[src/bbs_pkg.sv]
/*
  Package for the billboard attach sequencer: register offsets, reset values,
  control field layout, timing constants and the sequencer state type.
  Assumes a 250 MHz system clock and an APB slave with 32-bit data.
*/
package bbs_pkg;

  // Register indices; each register owns one word, its byte address is four times the index
  localparam logic [15:0] IDX_TMR_A_LOW  = 16'h413c;
  localparam logic [15:0] IDX_TMR_A_HIGH = 16'h413d;
  localparam logic [15:0] IDX_TMR_B_LOW  = 16'h413e;
  localparam logic [15:0] IDX_TMR_B_HIGH = 16'h413f;
  localparam logic [15:0] IDX_CONTROL    = 16'h4140;
  localparam logic [15:0] IDX_STATUS     = 16'h4141;

  localparam int          ADDR_W         = 18;

  // Reset values
  localparam logic [7:0]  RST_TMR_A_LOW  = 8'hd0;
  localparam logic [7:0]  RST_TMR_A_HIGH = 8'h07;
  localparam logic [7:0]  RST_TMR_B_LOW  = 8'hd0;
  localparam logic [7:0]  RST_TMR_B_HIGH = 8'h07;
  localparam logic [7:0]  RST_CONTROL    = 8'h14;

  // Control byte fields
  localparam int          CTL_EN_BIT     = 0;
  localparam int          CTL_SEL_LSB    = 1;
  localparam int          CTL_SEL_W      = 5;
  localparam logic [7:0]  CTL_WR_MASK    = 8'h3f;

  // Failure pin count and the error code reported for the configured field
  localparam int          NUM_GPIO       = 32;
  localparam logic [1:0]  CFG_ERR_CODE   = 2'h0;

  // Billboard class version, BCD
  localparam logic [15:0] BB_VERSION     = 16'h0110;

  // Timing
  localparam int          CLK_MHZ        = 250;
  localparam int          TICK_MS        = 10;
  localparam int          TICK_CYCLES    = TICK_MS * 1000 * CLK_MHZ;
  localparam int          DETACH_CYCLES  = 16;

  // Status bit positions
  localparam int          ST_BB_BIT      = 0;
  localparam int          ST_DETACH_BIT  = 1;
  localparam int          ST_TA_BIT      = 2;
  localparam int          ST_TB_BIT      = 3;

  typedef enum logic [2:0] {
    BBS_NORMAL,
    BBS_DETACH_IN,
    BBS_BILLBOARD,
    BBS_DETACH_OUT,
    BBS_WAIT_RELEASE
  } bbs_state_t;

  // Events from the internal function
  typedef struct packed {
    logic addr_set;
    logic alt_str_req;
  } bbs_host_evt_t;

  // Personality presented to the internal function
  typedef struct packed {
    logic        detach;
    logic        billboard;
    logic [15:0] bb_version;
    logic [1:0]  cfg_code;
  } bbs_persona_t;

endpackage

[src/bbs_sequencer.sv]
/*
  Billboard attach sequencer: swaps the internal function between its normal
  and billboard personality on an alternate mode failure and detaches it
  again when a detach timer runs out.
  Assumes the failure pins are synchronous to sys_clk_i and that the
  internal function acts on the detach and personality outputs.
*/
// The APB register port was left to the implementer.
`timescale 1ns/1ps

////////////////////////////////////////////////////////////////////////////////
// Operation
// A low level on the selected failure pin forces the internal function to detach.
// After that detach the function reattaches as a billboard device of version 1.1.
// Timer A starts when the host sets the function address in billboard mode.
// Billboard is shown only on failure, and the configured field reports code 00b.
// A host request for the alternate mode string starts Timer B.
// Expiry of either timer forces the function to detach again.
// After the expiry detach the function reattaches with its standard personality.
// Each timeout is a 16-bit count of 10 ms units from a low and a high byte.
// Timer A bytes reset to D0h and 07h, a 20 second timeout.
// Timer B also defaults to a 20 second timeout.
// The power delivery controller drives the selected pin low to report failure.
// The behaviour runs only while control bit 0 is set; the bit only gates failure detection, so an episode under way runs on.
// Control bits 5 to 1 select the failure pin, 01010 by default.
// Timers count on a 10 ms tick and clear when the standard personality returns.
module bbs_sequencer #(
  parameter int TICK_CYCLES = bbs_pkg::TICK_CYCLES
) (
  // Clock and reset
  input  wire logic                            sys_clk_i,
  input  wire logic                            sys_rst_i,
  // APB slave
  input  wire logic                            psel_i,
  input  wire logic                            penable_i,
  input  wire logic                            pwrite_i,
  input  wire logic [bbs_pkg::ADDR_W-1:0]      paddr_i,
  input  wire logic [31:0]                     pwdata_i,
  input  wire logic [3:0]                      pstrb_i,
  output logic                                 pready_o,
  output logic [31:0]                          prdata_o,
  output logic                                 pslverr_o,
  // Failure pins from the power delivery controller, active low
  input  wire logic [bbs_pkg::NUM_GPIO-1:0]    gpio_fail_n_i,
  // Events from the internal function
  input  wire bbs_pkg::bbs_host_evt_t          host_evt_i,
  // Personality to the internal function
  output bbs_pkg::bbs_persona_t                persona_o
);

  ////////////////////////////////////////////////////////////////////////////
  // Helpers

  localparam int ADDR_W_L = bbs_pkg::ADDR_W;

  function automatic logic [ADDR_W_L-1:0] reg_addr(input logic [15:0] idx);
    reg_addr = {idx, 2'b00};
  endfunction

  ////////////////////////////////////////////////////////////////////////////
  // Registers

  logic [7:0]          tmr_a_low_reg;
  logic [7:0]          tmr_a_high_reg;
  logic [7:0]          tmr_b_low_reg;
  logic [7:0]          tmr_b_high_reg;
  logic [7:0]          control_reg;
  bbs_pkg::bbs_state_t state_reg;
  bbs_pkg::bbs_state_t state_next;
  logic [31:0]         tick_cnt_reg;
  logic                tick;
  logic [15:0]         cnt_a_reg;
  logic [15:0]         cnt_b_reg;
  logic                run_a_reg;
  logic                run_b_reg;
  logic [4:0]          det_cnt_reg;
  logic                exp_a;
  logic                exp_b;
  logic                fail_seen;
  logic                enabled;
  logic [4:0]          pin_sel;
  logic                wr_en;
  logic                rd_en;
  logic                addr_hit;
  logic [7:0]          rd_byte;
  logic [7:0]          status;

  assign enabled   = control_reg[bbs_pkg::CTL_EN_BIT];
  assign pin_sel   = control_reg[bbs_pkg::CTL_SEL_LSB +: bbs_pkg::CTL_SEL_W];
  assign fail_seen = enabled && !gpio_fail_n_i[pin_sel];

  ////////////////////////////////////////////////////////////////////////////
  // APB slave, zero wait states

  assign pready_o = 1'b1;
  assign wr_en    = psel_i && penable_i && pwrite_i && pstrb_i[0];
  assign rd_en    = psel_i && penable_i && !pwrite_i;

  always_comb begin
    addr_hit = 1'b1;
    rd_byte  = 8'h00;
    if (paddr_i == reg_addr(bbs_pkg::IDX_TMR_A_LOW)) begin
      rd_byte = tmr_a_low_reg;
    end else if (paddr_i == reg_addr(bbs_pkg::IDX_TMR_A_HIGH)) begin
      rd_byte = tmr_a_high_reg;
    end else if (paddr_i == reg_addr(bbs_pkg::IDX_TMR_B_LOW)) begin
      rd_byte = tmr_b_low_reg;
    end else if (paddr_i == reg_addr(bbs_pkg::IDX_TMR_B_HIGH)) begin
      rd_byte = tmr_b_high_reg;
    end else if (paddr_i == reg_addr(bbs_pkg::IDX_CONTROL)) begin
      rd_byte = control_reg;
    end else if (paddr_i == reg_addr(bbs_pkg::IDX_STATUS)) begin
      rd_byte = status;
    end else begin
      addr_hit = 1'b0;
    end
  end

  assign pslverr_o = psel_i && penable_i && !addr_hit;

  always_ff @(posedge sys_clk_i or posedge sys_rst_i) begin
    if (sys_rst_i) begin
      prdata_o <= 32'h0000_0000;
    end else if (psel_i && !penable_i && !pwrite_i) begin
      prdata_o <= {24'h00_0000, rd_byte};
    end
  end

  always_ff @(posedge sys_clk_i or posedge sys_rst_i) begin
    if (sys_rst_i) begin
      tmr_a_low_reg  <= bbs_pkg::RST_TMR_A_LOW;
      tmr_a_high_reg <= bbs_pkg::RST_TMR_A_HIGH;
      tmr_b_low_reg  <= bbs_pkg::RST_TMR_B_LOW;
      tmr_b_high_reg <= bbs_pkg::RST_TMR_B_HIGH;
      control_reg    <= bbs_pkg::RST_CONTROL;
    end else if (wr_en) begin
      if (paddr_i == reg_addr(bbs_pkg::IDX_TMR_A_LOW)) begin
        tmr_a_low_reg <= pwdata_i[7:0];
      end else if (paddr_i == reg_addr(bbs_pkg::IDX_TMR_A_HIGH)) begin
        tmr_a_high_reg <= pwdata_i[7:0];
      end else if (paddr_i == reg_addr(bbs_pkg::IDX_TMR_B_LOW)) begin
        tmr_b_low_reg <= pwdata_i[7:0];
      end else if (paddr_i == reg_addr(bbs_pkg::IDX_TMR_B_HIGH)) begin
        tmr_b_high_reg <= pwdata_i[7:0];
      end else if (paddr_i == reg_addr(bbs_pkg::IDX_CONTROL)) begin
        // Reserved bits 7:6 stay zero
        control_reg <= pwdata_i[7:0] & bbs_pkg::CTL_WR_MASK;
      end
    end
  end

  ////////////////////////////////////////////////////////////////////////////
  // Sequencer

  always_comb begin
    state_next = state_reg;
    case (state_reg)
      bbs_pkg::BBS_NORMAL: begin
        if (fail_seen) begin
          state_next = bbs_pkg::BBS_DETACH_IN;
        end
      end
      bbs_pkg::BBS_DETACH_IN: begin
        if (det_cnt_reg == 5'(bbs_pkg::DETACH_CYCLES - 1)) begin
          state_next = bbs_pkg::BBS_BILLBOARD;
        end
      end
      bbs_pkg::BBS_BILLBOARD: begin
        if (exp_a || exp_b) begin
          state_next = bbs_pkg::BBS_DETACH_OUT;
        end
      end
      bbs_pkg::BBS_DETACH_OUT: begin
        if (det_cnt_reg == 5'(bbs_pkg::DETACH_CYCLES - 1)) begin
          state_next = bbs_pkg::BBS_WAIT_RELEASE;
        end
      end
      bbs_pkg::BBS_WAIT_RELEASE: begin
        // Avoid re-entering billboard at once while the pin is still low
        if (!fail_seen) begin
          state_next = bbs_pkg::BBS_NORMAL;
        end
      end
      default: begin
        state_next = bbs_pkg::BBS_NORMAL;
      end
    endcase
  end

  always_ff @(posedge sys_clk_i or posedge sys_rst_i) begin
    if (sys_rst_i) begin
      state_reg <= bbs_pkg::BBS_NORMAL;
    end else begin
      state_reg <= state_next;
    end
  end

  always_ff @(posedge sys_clk_i or posedge sys_rst_i) begin
    if (sys_rst_i) begin
      det_cnt_reg <= 5'h00;
    end else if (state_reg == bbs_pkg::BBS_DETACH_IN || state_reg == bbs_pkg::BBS_DETACH_OUT) begin
      det_cnt_reg <= (state_next == state_reg) ? det_cnt_reg + 5'h01 : 5'h00;
    end else begin
      det_cnt_reg <= 5'h00;
    end
  end

  ////////////////////////////////////////////////////////////////////////////
  // Ten millisecond tick, free running only while in billboard mode

  always_ff @(posedge sys_clk_i or posedge sys_rst_i) begin
    if (sys_rst_i) begin
      tick_cnt_reg <= 32'h0000_0000;
    end else if (state_reg != bbs_pkg::BBS_BILLBOARD) begin
      tick_cnt_reg <= 32'h0000_0000;
    end else if (tick) begin
      tick_cnt_reg <= 32'h0000_0000;
    end else begin
      tick_cnt_reg <= tick_cnt_reg + 32'h0000_0001;
    end
  end

  assign tick = (tick_cnt_reg == 32'(TICK_CYCLES - 1));

  ////////////////////////////////////////////////////////////////////////////
  // Detach timers, 10 ms units loaded from the byte pairs

  assign exp_a = run_a_reg && tick && (cnt_a_reg <= 16'h0001);
  assign exp_b = run_b_reg && tick && (cnt_b_reg <= 16'h0001);

  always_ff @(posedge sys_clk_i or posedge sys_rst_i) begin
    if (sys_rst_i) begin
      run_a_reg <= 1'b0;
      cnt_a_reg <= 16'h0000;
    end else if (state_reg != bbs_pkg::BBS_BILLBOARD) begin
      run_a_reg <= 1'b0;
      cnt_a_reg <= 16'h0000;
    end else if (host_evt_i.addr_set && !run_a_reg) begin
      run_a_reg <= 1'b1;
      cnt_a_reg <= {tmr_a_high_reg, tmr_a_low_reg};
    end else if (run_a_reg && tick && cnt_a_reg != 16'h0000) begin
      cnt_a_reg <= cnt_a_reg - 16'h0001;
    end
  end

  always_ff @(posedge sys_clk_i or posedge sys_rst_i) begin
    if (sys_rst_i) begin
      run_b_reg <= 1'b0;
      cnt_b_reg <= 16'h0000;
    end else if (state_reg != bbs_pkg::BBS_BILLBOARD) begin
      run_b_reg <= 1'b0;
      cnt_b_reg <= 16'h0000;
    end else if (host_evt_i.alt_str_req && !run_b_reg) begin
      run_b_reg <= 1'b1;
      cnt_b_reg <= {tmr_b_high_reg, tmr_b_low_reg};
    end else if (run_b_reg && tick && cnt_b_reg != 16'h0000) begin
      cnt_b_reg <= cnt_b_reg - 16'h0001;
    end
  end

  ////////////////////////////////////////////////////////////////////////////
  // Outputs

  always_ff @(posedge sys_clk_i or posedge sys_rst_i) begin
    if (sys_rst_i) begin
      persona_o <= '0;
    end else begin
      persona_o.detach     <= (state_next == bbs_pkg::BBS_DETACH_IN)
                           || (state_next == bbs_pkg::BBS_DETACH_OUT);
      persona_o.billboard  <= (state_next == bbs_pkg::BBS_BILLBOARD);
      persona_o.bb_version <= bbs_pkg::BB_VERSION;
      persona_o.cfg_code   <= bbs_pkg::CFG_ERR_CODE;
    end
  end

  assign status = {4'h0, run_b_reg, run_a_reg, persona_o.detach, persona_o.billboard};
endmodule

[config.mk]
export PLATFORM = sky130hd
export DESIGN_NAME = bbs_sequencer
export DESIGN_NICKNAME = d
export VERILOG_FILES = /design/src/bbs_pkg.sv /design/src/bbs_sequencer.sv
export SDC_FILE = /design/constraint.sdc
export NUM_CORES = 1
export LEC_CHECK = 0
export ABC_AREA = 1
export BUFFER_PORTS_ARGS = -buffer_cell sky130_fd_sc_hd__buf_2
export CAP_MARGIN = 20
export CORE_MARGIN = 2
export CORE_UTILIZATION = 57
export DETAILED_ROUTE_END_ITERATION = 6
export GPL_TIMING_DRIVEN = 0
export PLACE_DENSITY = 0.81
export SYNTH_ARGS = -nofsm -noshare
export SYNTH_HDL_FRONTEND = slang
export SYNTH_SLANG_ARGS = --single-unit
export TNS_END_PERCENT = 1
[constraint.sdc]
create_clock -name sys_clk_i -period 5.5 [get_ports sys_clk_i]
set_clock_uncertainty 0.15 [all_clocks]
set_input_delay 0.825 -clock sys_clk_i [delete_from_list [all_inputs] [get_ports sys_clk_i]]
set_output_delay 0.825 -clock sys_clk_i [all_outputs]
set_load 0.005 [all_outputs]
### Word-level counts from Yosys, hierarchy flattened

Index checks and enable logic that the tools add are counted.

| storage, ports and cells | value |
|---|---|
| bits in read-only memories | 0 |
| RAM bits | 0 |
| flip-flop bits (word level) | 123 |
| word-level logic and storage cells | 114 |
| memories | 0 |
| bits in latches | 0 |

| operators by class | value |
|---|---|
| magnitude comparators | 3 |
| shift-type cells | 0 |
| bitwise logic cells | 4 |
| $add $sub $neg | 4 |
| div/mod/pow operators | 0 |
| reductions and logical operators | 36 |
| muxes and demuxes | 34 |
| eq/ne operators | 17 |
| multipliers | 0 |

Operators with widths:

| cell | count |
|---|---|
| $eq 18x17->1 const B | 6 |
| $mux 16 | 6 |
| $mux 32 | 2 |
| $add 32x1->32 const B | 1 |
| $eq 32x22->1 const B | 1 |
| $le 16x1->1 const B | 2 |
| $mux 8 | 4 |
| $reduce_bool 16->1 | 2 |
| $sub 16x1->16 const B | 2 |
| $logic_and 1x1->1 | 15 |
| $mux 3 | 5 |
| $pmux 3 s5 | 1 |
| $eq 3x2->1 const B | 4 |
| $mux 1 | 11 |
| $mux 5 | 2 |
| $eq 3x1->1 const B | 2 |
| $logic_not 1->1 | 6 |
| $lt 5x6->1 const B | 1 |
| $mux 6 | 1 |
| $reduce_and 6->1 | 1 |
| $reduce_bool 3->1 | 2 |
| $add 5x1->5 const B | 1 |
| $bmux 1 s5 | 1 |
| $eq 5x4->1 const B | 1 |
| other kinds (12) | 18 |

### Longest topological paths before layout

Gate-level depths: netlist (run 1).

| depth | value |
|---|---|
| word-level depth | 9 |
| mapped depth | 13 |
| mapped depth without buffers | 13 |

### Worst setup path after synthesis (run 1)

OpenSTA, ideal clock, no wires.

| timing | value |
|---|---|
| path type | input port to output port |
| start | in paddr_i[1] (netlist bit) |
| end | out pslverr_o |
| path buffers | 0 |
| slack | 2.885 ns |
| cell stages on the path | 8 |
| arrival time | 1.640 ns |
| required time | 4.525 ns |
| cell sequence | nor2_1 inv_1 nor3_2 inv_1 nor2_1 nand2_1 nand3b_1 nor4_1 |

| on the way | value |
|---|---|
| cells in the longest elaborated chain, start to end | 9 |

RTL lines:

| item | line | RTL |
|---|---|---|
| start, declared | bbs_sequencer.sv:37 | `input wire logic [bbs_pkg::ADDR_W-1:0] paddr_i,` |
| $eq 18x17->1 | bbs_sequencer.sv:112 | `end else if (paddr_i == reg_addr(bbs_pkg::IDX_STATUS)) begin` |
| $mux 1 | bbs_sequencer.sv:112 |  |
| $mux 1 | bbs_sequencer.sv:110 | `end else if (paddr_i == reg_addr(bbs_pkg::IDX_CONTROL)) begin` |
| $mux 1 | bbs_sequencer.sv:108 | `end else if (paddr_i == reg_addr(bbs_pkg::IDX_TMR_B_HIGH)) begin` |
| $mux 1 | bbs_sequencer.sv:106 | `end else if (paddr_i == reg_addr(bbs_pkg::IDX_TMR_B_LOW)) begin` |
| $mux 1 | bbs_sequencer.sv:104 | `end else if (paddr_i == reg_addr(bbs_pkg::IDX_TMR_A_HIGH)) begin` |
| $mux 1 (*) | bbs_sequencer.sv:102 | `if (paddr_i == reg_addr(bbs_pkg::IDX_TMR_A_LOW)) begin` |
| $logic_not 1->1 (*) | bbs_sequencer.sv:119 | `assign pslverr_o = psel_i && penable_i && !addr_hit;` |
| $logic_and 1x1->1 (*) | bbs_sequencer.sv:119 |  |
| end, declared | bbs_sequencer.sv:42 | `output logic pslverr_o,` |

Mark *: on every way between the ends. The rest lies on a longest branch, timed or not.

### Worst setup path in the final report (run 1)

| timing | value |
|---|---|
| start | in paddr_i[16] (netlist bit) |
| end | out pslverr_o |

Same word-level chain as after synthesis.

==> results.ini, run 1 <==
[setup_path]
crit_family=simple AND/OR/NAND/NOR gates
critical_path.endpoint_type=primary output
path_buf_inv=3
critPathSlowestCell=nor4_1
cp-start-kind=input pin
crit_fanout=6
cp.arrival_ps=2100
critPathKind=input pin to primary output
worstPathRequired_ps=4530
cp_cell_sequence=buf_2 -> inv_1 -> nor2_1 -> nand3_1 -> nor2_4 -> nand3_1 -> nand2_1 -> nor4_1 -> buf_2
critical-path-max-stage-delay_ps=380

[placed_design]
place_hpwl_mm=15.0
gp_congestion=0.985
io_buffers=78
place_ws_ps=2450

[sta]
slew_viol_final=0
worstMarginPinSlew_ps=590
rsz0062_at_grt=false
slew-limit-headroom_pct=60.7
finalHoldViolCount=0
setup_ws_ps=2430
setup_viol=0
max_freq_ghz=0.325
fin_crit_ps=3070
finalCritPeriodShare_pct=55.9

[final_layout]
area_growth_pct=17.8
largest_register_ff_count=32
diodes=0
fin_nets=1370
drive_gt1_share_pct=19.0

[global_routing]
grt_pass1_wl_mm=34.2
grt_use_met2_pct=47.5
grt_usage_pct=29.0
overflow=0
grt.busiest_layer=met2
grt_max_degree=76
grt_use_met1_pct=38.7
gr-usage-met3_pct=5.67
antenna_found_initial=0
grt_pass1_vias=7217

[cts]
path_clk_slew_ps=60
cts_inserted_buffers=17
post_cts_buffers=0
root_buffer=clkbuf_16
htreeDepth=4
clock_latency_ps=430
ctsResizeCount=0
cts_hold_buf=0
cts_tree=built
cts_max_path_buffers=2
cts_sinks=123

[power]
ir_drop_mv=0.222
power_leakage_uw=0.00488
power_density_nw_per_um2=236
power.total_uw=2240

[logic_synthesis]
synth.yosys.warnings=0
synth.most_common_cell=nand2_1
synth_top_area_share_pct=33.8
ys_seq_area_share_pct=38.3
yosys-top-cells-area=dfrtp_1, nand2_1, nand3_1
yosys.area.top_type=dfrtp_1
synth.distinct_cells=48
synth-seq-cells=123
avgSynthCellArea_um2=7.15
synthFlopType=dfrtp_1
synth_edf_count=0
ys_async_sr_fraction_pct=100
synth.top_cells.by_count=nand2_1, nor2_1, inv_1
syn_inst=1130
synth_area_um2=8080

[run]
drv_cap=0

[floorplanning]
core_area_um2=13900
die_area_um2=15100
die_h_um=123
num_io_pins=147
die_w_um=123
start_util_pct=58.2
rows=43

[drt]
drtIter0Drc=737
wl_per_cell_um=14.3
vias_per_cell=5.34
postRouteAntennaNets=0
wl_mm=20.9
vias=7798
remaining_drc_errors=0
drtPass1Iterations=6

[status]
status=completed

[hold_path]
hold_class=input pin to async pin

==> through the flow <==
stage	util, %	TNS (ps)	area, um2	hold WS [ps]	std cells
5_1_grt	68.6	0	9520	305	1461
3_3_place_gp	63.7	-6910	8840	300	1428
6_report	68.6	0	9520	260	1461
3_5_place_dp	63.9	0	8880	304	1429
4_1_cts	68.6	0	9520	290	1461
2_1_floorplan	-	0	8230	279	1170
==> logic make-up (layout without fill, tap and decap cells) <==
family | after synthesis | count (layout) | synth area share (%)
AND/OR/NAND/NOR | 633 | 633 | 36.3
buffers and inverters | 200 | 311 | 12.3
AO/OA/AOI/OAI | 140 | 140 | 9.14
flip-flops | 123 | 123 | 38.3
XOR/XNOR | 23 | 23 | 2.49
adder cells (fa/ha/maj) | 9 | 9 | 1.39
other | 2 | 42 | 0.0930
==> cells in the final DEF, fill, tap and decap left out, types with 3 or more instances in the layout <==
master	synthesis	final
a21oi_1	36	36
o21a_1	3	3
inv_6	0	3
a31oi_1	5	5
bufinv_16	0	4
nor2_2	7	7
dfstp_2	14	14
nand4_1	21	21
nor2_1	136	136
nand3b_1	5	5
clkbuf_16	0	17
nand2_2	3	3
xnor2_1	5	5
dfrtp_1	109	109
ha_1	9	9
xor2_1	18	18
nand2_4	6	6
inv_1	117	116
nor4_1	6	6
o22ai_1	4	4
inv_2	10	10
nor3_1	30	30
nand3_2	8	8
buf_4	48	48
o21ai_1	15	15
nor2_4	9	9
conb_1	2	42
o21ai_0	70	70
nand3_1	102	102
nor3_4	3	3
nand2_1	286	286
clkbuf_1	9	9
buf_6	4	4
clkinvlp_4	0	4
buf_2	8	86
==> where the power goes <==
part           switching [uW]  internal, uW
Combinational            70.1          51.1
Clock                     430           784
Sequential              0.146           906
==> layout make-up <==
type	instances	area (um2)
Sequential cell	123	3100
Inverter	129	492
Buffer	71	503
Multi-Input combinational cell	847	4140
Clock buffer	19	453
Clock inverter	13	190
Timing Repair Buffer	79	418
Fill cell	1177	4360
Tap cell	180	225
==> metal layers <==
| layer | part of all wire (%) | up-vias | wire length (um) |
|---|---|---|---|
| met2 | 48 | 293 | 10100 |
| met4 | 2.4 | 0 | 508 |
| met5 | 0 | - | 0 |
| li1 | - | 3853 | - |
| met3 | 6.1 | 43 | 1270 |
| met1 | 43 | 3609 | 9060 |
==> worst reg2reg max path, delay by kind of cell, from the launching register on <==
kind	cells	cell delay, ps
AO/OA/AOI/OAI	1	110
adder cells (fa/ha/maj)	1	220
buffers and inverters	3	370
AND/OR/NAND/NOR	7	800
flip-flops	1	370
==> final timing paths <==
kind                                       from                 to  cells past startpoint  slack [ps]
worst max-delay path                paddr_i[16]          pslverr_o                      9        2430
worst min-delay path                  sys_rst_i      cnt_a_reg[13]                      2         260
worst max register to register  tick_cnt_reg[0]   tick_cnt_reg[12]                     12        3380
worst min register to register  tick_cnt_reg[0]    tick_cnt_reg[0]                      1         320
max in group asynchronous             sys_rst_i  tmr_b_high_reg[0]                      3        4190
min in group sys_clk_i          tick_cnt_reg[0]    tick_cnt_reg[0]                      1         320
(Power assumes the default switching activity.)
==> run 2, diff against run 1 <==
Settings changed: CORE_UTILIZATION 57 to 51, PLACE_DENSITY 0.81 to 0.77.
Clock period 5.5 ns to 2.8 ns, I/O delays scaled along.
==> results.ini, run 2 (same netlist as run 1, synthesis figures left out) <==
[sta]
worstMarginPinSlew_ps=825
finalHoldViolCount=0
max_freq_ghz=0.437
finalCritPeriodShare_pct=81.7
setup_ws_ps=511
setup_viol=0
slew-limit-headroom_pct=44.9
rsz0062_at_grt=false
slew_viol_final=0
fin_crit_ps=2290

[setup_path]
critPathKind=input pin to primary output
path_buf_inv=3
critical_path.endpoint_type=primary output
crit_family=simple AND/OR/NAND/NOR gates
crit_fanout=6
critPathSlowestCell=nor4_1
worstPathRequired_ps=2230
cp.arrival_ps=1720
critical-path-max-stage-delay_ps=400
cp-start-kind=input pin
cp_cell_sequence=buf_2 -> inv_1 -> nor2_1 -> nand3_1 -> nor2_4 -> nand3_1 -> nand2_1 -> nor4_1 -> buf_2

[global_routing]
grt_use_met1_pct=34.0
grt_pass1_wl_mm=33.6
grt.busiest_layer=met2
grt_usage_pct=25.2
antenna_found_initial=0
gr-usage-met3_pct=5.90
grt_use_met2_pct=40.4
overflow=0
grt_pass1_vias=7091
grt_max_degree=39

[final_layout]
area_growth_pct=18.6
fillers=1431
diodes=0
final_common_cell=nand2_1
final_cells=1499
largest_register_ff_count=32
final_cell_mix=nand2_1, nor2_1, inv_1, dfrtp_1, nand3_1
drive_gt1_share_pct=18.9
final_util_pct=61.2
fin_nets=1372

[placed_design]
gp_congestion=0.937
io_buffers=78
place_ws_ps=584
dp.cells=1467
place_hpwl_mm=15.0

[drt]
drtIter0Drc=566
wl_mm=20.1
drtPass1Iterations=7
vias=7631
vias_per_cell=5.09
remaining_drc_errors=0
wl_per_cell_um=13.4
postRouteAntennaNets=0

[power]
power_density_nw_per_um2=457
power.total_uw=4380
ir_drop_mv=0.439
power_leakage_uw=0.00489

[run]
drv_cap=0

[cts]
cts_sinks=123
post_cts_buffers=0
clock_latency_ps=430
root_buffer=clkbuf_16
cts_inserted_buffers=17
cts_tree=built
htreeDepth=4
cts_hold_buf=0
ctsResizeCount=0
path_clk_slew_ps=50
cts_max_path_buffers=2

[floorplanning]
die_h_um=130
num_io_pins=147
start_util_pct=51.6
core_area_um2=15700
rows=46
die_area_um2=16900
die_w_um=130

[status]
status=completed

[hold_path]
hold_class=input pin to async pin

==> run 2: changes by cell type in the layout (fill, tap and decap cells not counted), sizes merged <==
cell	previous run	this run
clkbuf	28	30
inv	130	128
buf	141	143
==> run 2: through the flow <==
step / hold slack, ps / setup TNS [ps] / instance area, um2
floorplan: 279 / 0 / 8230
global placement: 300 / -9910 / 8890
detailed placement: 304 / 0 / 8950
CTS: 33.1 / 0 / 9580
global route: 65.1 / 0 / 9580
finish: 1.51 / 0 / 9580
==> run 2: worst register-to-register path, cell delays in order (launching register included) <==
cell,delay [ps]
dfrtp_1,400
ha_1,240
nand2_1,110
inv_1,100
nand2_1,110
nor2_1,50
nand3_1,110
nor2_4,60
nor2_4,220
inv_2,90
buf_6,150
nor2_1,130
o21a_1,130
==> run 2: path summary, 6_finish.rpt <==
check                                startpoint               end  slack, ps  cells past startpoint
min in group sys_clk_i            host_evt_i[1]         run_a_reg        140                      3
worst min-delay path                  sys_rst_i   tick_cnt_reg[1]          2                      2
worst min register to register   det_cnt_reg[0]    det_cnt_reg[0]        310                      1
worst max register to register  tick_cnt_reg[0]  tick_cnt_reg[12]        670                     12
worst max-delay path                paddr_i[16]         pslverr_o        510                      9
max in group asynchronous             sys_rst_i  tmr_b_low_reg[7]       1570                      4
==> run 2: where the power goes <==
group	switching, uW	internal (uW)	total [uW]
sequential	0.293	1780	1780
clock	824	1530	2360
combinational	138	105	242
==> run 2: cell type report <==
type                       count  area (um2)  area share [%]
multi-input combinational    847        4140            43.2
sequential                   123        3100            32.3
buffer                        71         503            5.25
inverter                     129         490            5.12
clock buffer                  21         460            4.81
timing repair buffer          81         450            4.70
tap                          216         270            2.82
clock inverter                11         166            1.74
==> run 2: layer usage <==
metal | wire length (um) | part of all wire [%]
met1 | 9120 | 45
met2 | 9380 | 47
met3 | 1160 | 5.8
met4 | 416 | 2.1
met5 | 0 | 0
==> run 3, diff against run 2 <==
Settings changed: ABC_AREA 1 to 0, CORE_UTILIZATION 51 to 56, PLACE_DENSITY 0.77 to 0.81.
Clock period 2.8 ns to 2.2 ns, I/O delays scaled along.
==> results.ini, run 3 <==
[status]
status=complete, but fails checks
violations=negative setup slack

[setup_path]
worstRegToRegCells=8
crit_fanout=3
worstPathRequired_ps=2390
cp.arrival_ps=3000
cp-start-kind=flip-flop
critPathSlowestCell=or4_4
worstSetupStartpoint=tick_cnt_reg[1]
cp_cell_sequence=ha_4 -> nand4_1 -> or4_4 -> nor4_4 -> nand3_2 -> buf_4 -> or3_1 -> a31oi_1
critPathKind=flip-flop to flip-flop
critical_path.endpoint_type=flip-flop
rr_endpoint=cnt_b_reg[4]
critical-path-max-stage-delay_ps=620
r2r-start=tick_cnt_reg[1]
rrSetupSlack_ps=-610

[run]
drv_cap=0

[logic_synthesis]
yosys.area.top_type=dfrtp_1
synth.distinct_cells=56
ys_async_sr_fraction_pct=100
ys_seq_area_share_pct=43.9
synth.top_cells.by_count=dfrtp_1, nor2_1, nand2_1
synth.most_common_cell=dfrtp_1
synth_area_um2=7050
synth_top_area_share_pct=38.7
synthFlopType=dfrtp_1
yosys-top-cells-area=dfrtp_1, mux2_2, dfstp_2
avgSynthCellArea_um2=9.74
syn_inst=724
synth.yosys.warnings=0
synth-seq-cells=123
synth_edf_count=0

[power]
power_leakage_uw=0.00405
power_density_nw_per_um2=610
ir_drop_mv=0.535
power.total_uw=5440

[final_layout]
largest_register_ff_count=32
drive_gt1_share_pct=32.0
diodes=0
final_cell_mix=dfrtp_1, buf_2, nor2_1, buf_4, nand2_1
final_cells=1063
final_common_cell=dfrtp_1
fillers=838
fin_nets=984
ff_latch_area_um2=3100
area_growth_pct=26.3
multi_input_area_um2=3850

[sta]
max_freq_ghz=0.356
finalHoldViolCount=0
setup_viol=67
slew-limit-headroom_pct=35.1
rsz0062_at_grt=true
worstMarginPinSlew_ps=972
slew_viol_final=0
setup_ws_ps=-608
finalSetupTns_ps=-22290
fin_crit_ps=2810
finalCritPeriodShare_pct=128

[cts]
root_buffer=clkbuf_16
cts_tree=built
path_clk_slew_ps=50
htreeDepth=4
cts_max_path_buffers=2
clock_latency_ps=420
cts_sinks=123
cts_inserted_buffers=17

[floorplanning]
die_w_um=116
num_io_pins=147
start_util_pct=58.0
rows=40
die_h_um=116
core_area_um2=12200
die_area_um2=13500

[placed_design]
dp.cells=1012
place_hpwl_mm=13.4
gp_congestion=0.964
io_buffers=77

[global_routing]
grt_max_degree=44
gr-usage-met3_pct=7.68
grt_pass1_wl_mm=31.3
grt_pass1_vias=6352
grt_usage_pct=30.2
grt_use_met1_pct=37.6
overflow=0
grt.busiest_layer=met2
antenna_found_initial=0
grt_use_met2_pct=50.2

[drt]
postRouteAntennaNets=0
remaining_drc_errors=0
drtPass1Iterations=5
drtIter0Drc=568
wl_per_cell_um=19.1
wl_mm=20.4
vias_per_cell=6.11
vias=6500

[hold_path]
hp-start=host_evt_i[0]
hold_class=input pin to flip-flop
holdPathStages=3
hold_end=run_b_reg

==> run 3: through the flow <==
stage          setup slack [ps]  hold slack [ps]  util [%]  instance area (um2)
6_report                   -608             21.1      73.3                 8910
5_1_grt                    -717             33.3      73.3                 8910
4_1_cts                    -542             14.3      72.2                 8780
3_5_place_dp              -1290              314      64.5                 7850
3_3_place_gp              -1200              295      64.1                 7800
2_1_floorplan              -609              283         -                 7210
==> run 3: routing by layer <==
metal  share of wire, %  up-vias
met5                  0        -
met4                3.4        0
met3                8.2       80
met2                 50      375
met1                 38     3182
li1                   -     2863
==> run 3: area by class of cell <==
type / instances / share of cell area (%)
multi-input combinational: 552 / 43.2
sequential: 123 / 34.8
tap: 168 / 2.36
buffer: 75 / 5.59
timing repair buffer: 101 / 6.80
clock buffer: 24 / 5.41
clock inverter: 8 / 1.29
inverter: 12 / 0.548
==> run 3: report_power, final <==
part	internal [uW]	switching (uW)	total, uW
clock network	1860	990	2850
logic	138	177	315
registers	2270	2.86	2270
total	4270	1170	5440
==> run 3: worst max path at each step <==
stage / depth (start not counted) / slack (ps) / to
global placement: 8 / -1200 / cnt_b_reg[12]
detailed placement: 8 / -1290 / cnt_b_reg[12]
finish: 8 / -610 / cnt_b_reg[4]
CTS: 8 / -540 / cnt_a_reg[14]
floorplan: 7 / -610 / cnt_a_reg[14]
global route: 8 / -720 / cnt_b_reg[12]
==> run 3: kinds of logic (layout without fill, tap and decap cells) <==
family	Yosys count	count (layout)	share of synthesized area (%)
other	2	42	0.106
flip-flops	123	123	43.9
AND/OR/NAND/NOR	278	278	20.4
XOR/XNOR	45	45	5.59
adder cells (fa/ha/maj)	9	9	1.60
multiplexers	65	65	11.4
buffers and inverters	89	220	7.01
AO/OA/AOI/OAI	113	113	10.0
==> run 3: what timing repair did <==
item / CTS / global route
hold endpoints to repair: 42 / 0
setup buffers: 17 / 3
gates resized for setup: 55 / 33
hold buffers: 1 / 0
pin swaps: 25 / 15
setup endpoints to repair: 106 / 106
==> run 3: worst max-delay path, delay by kind of cell (launching register included) <==
family                   cells  cell delay, ps
AND/OR/NAND/NOR              5            1650
AO/OA/AOI/OAI                1             160
buffers and inverters        1             190
flip-flops                   1             400
adder cells (fa/ha/maj)      1             160
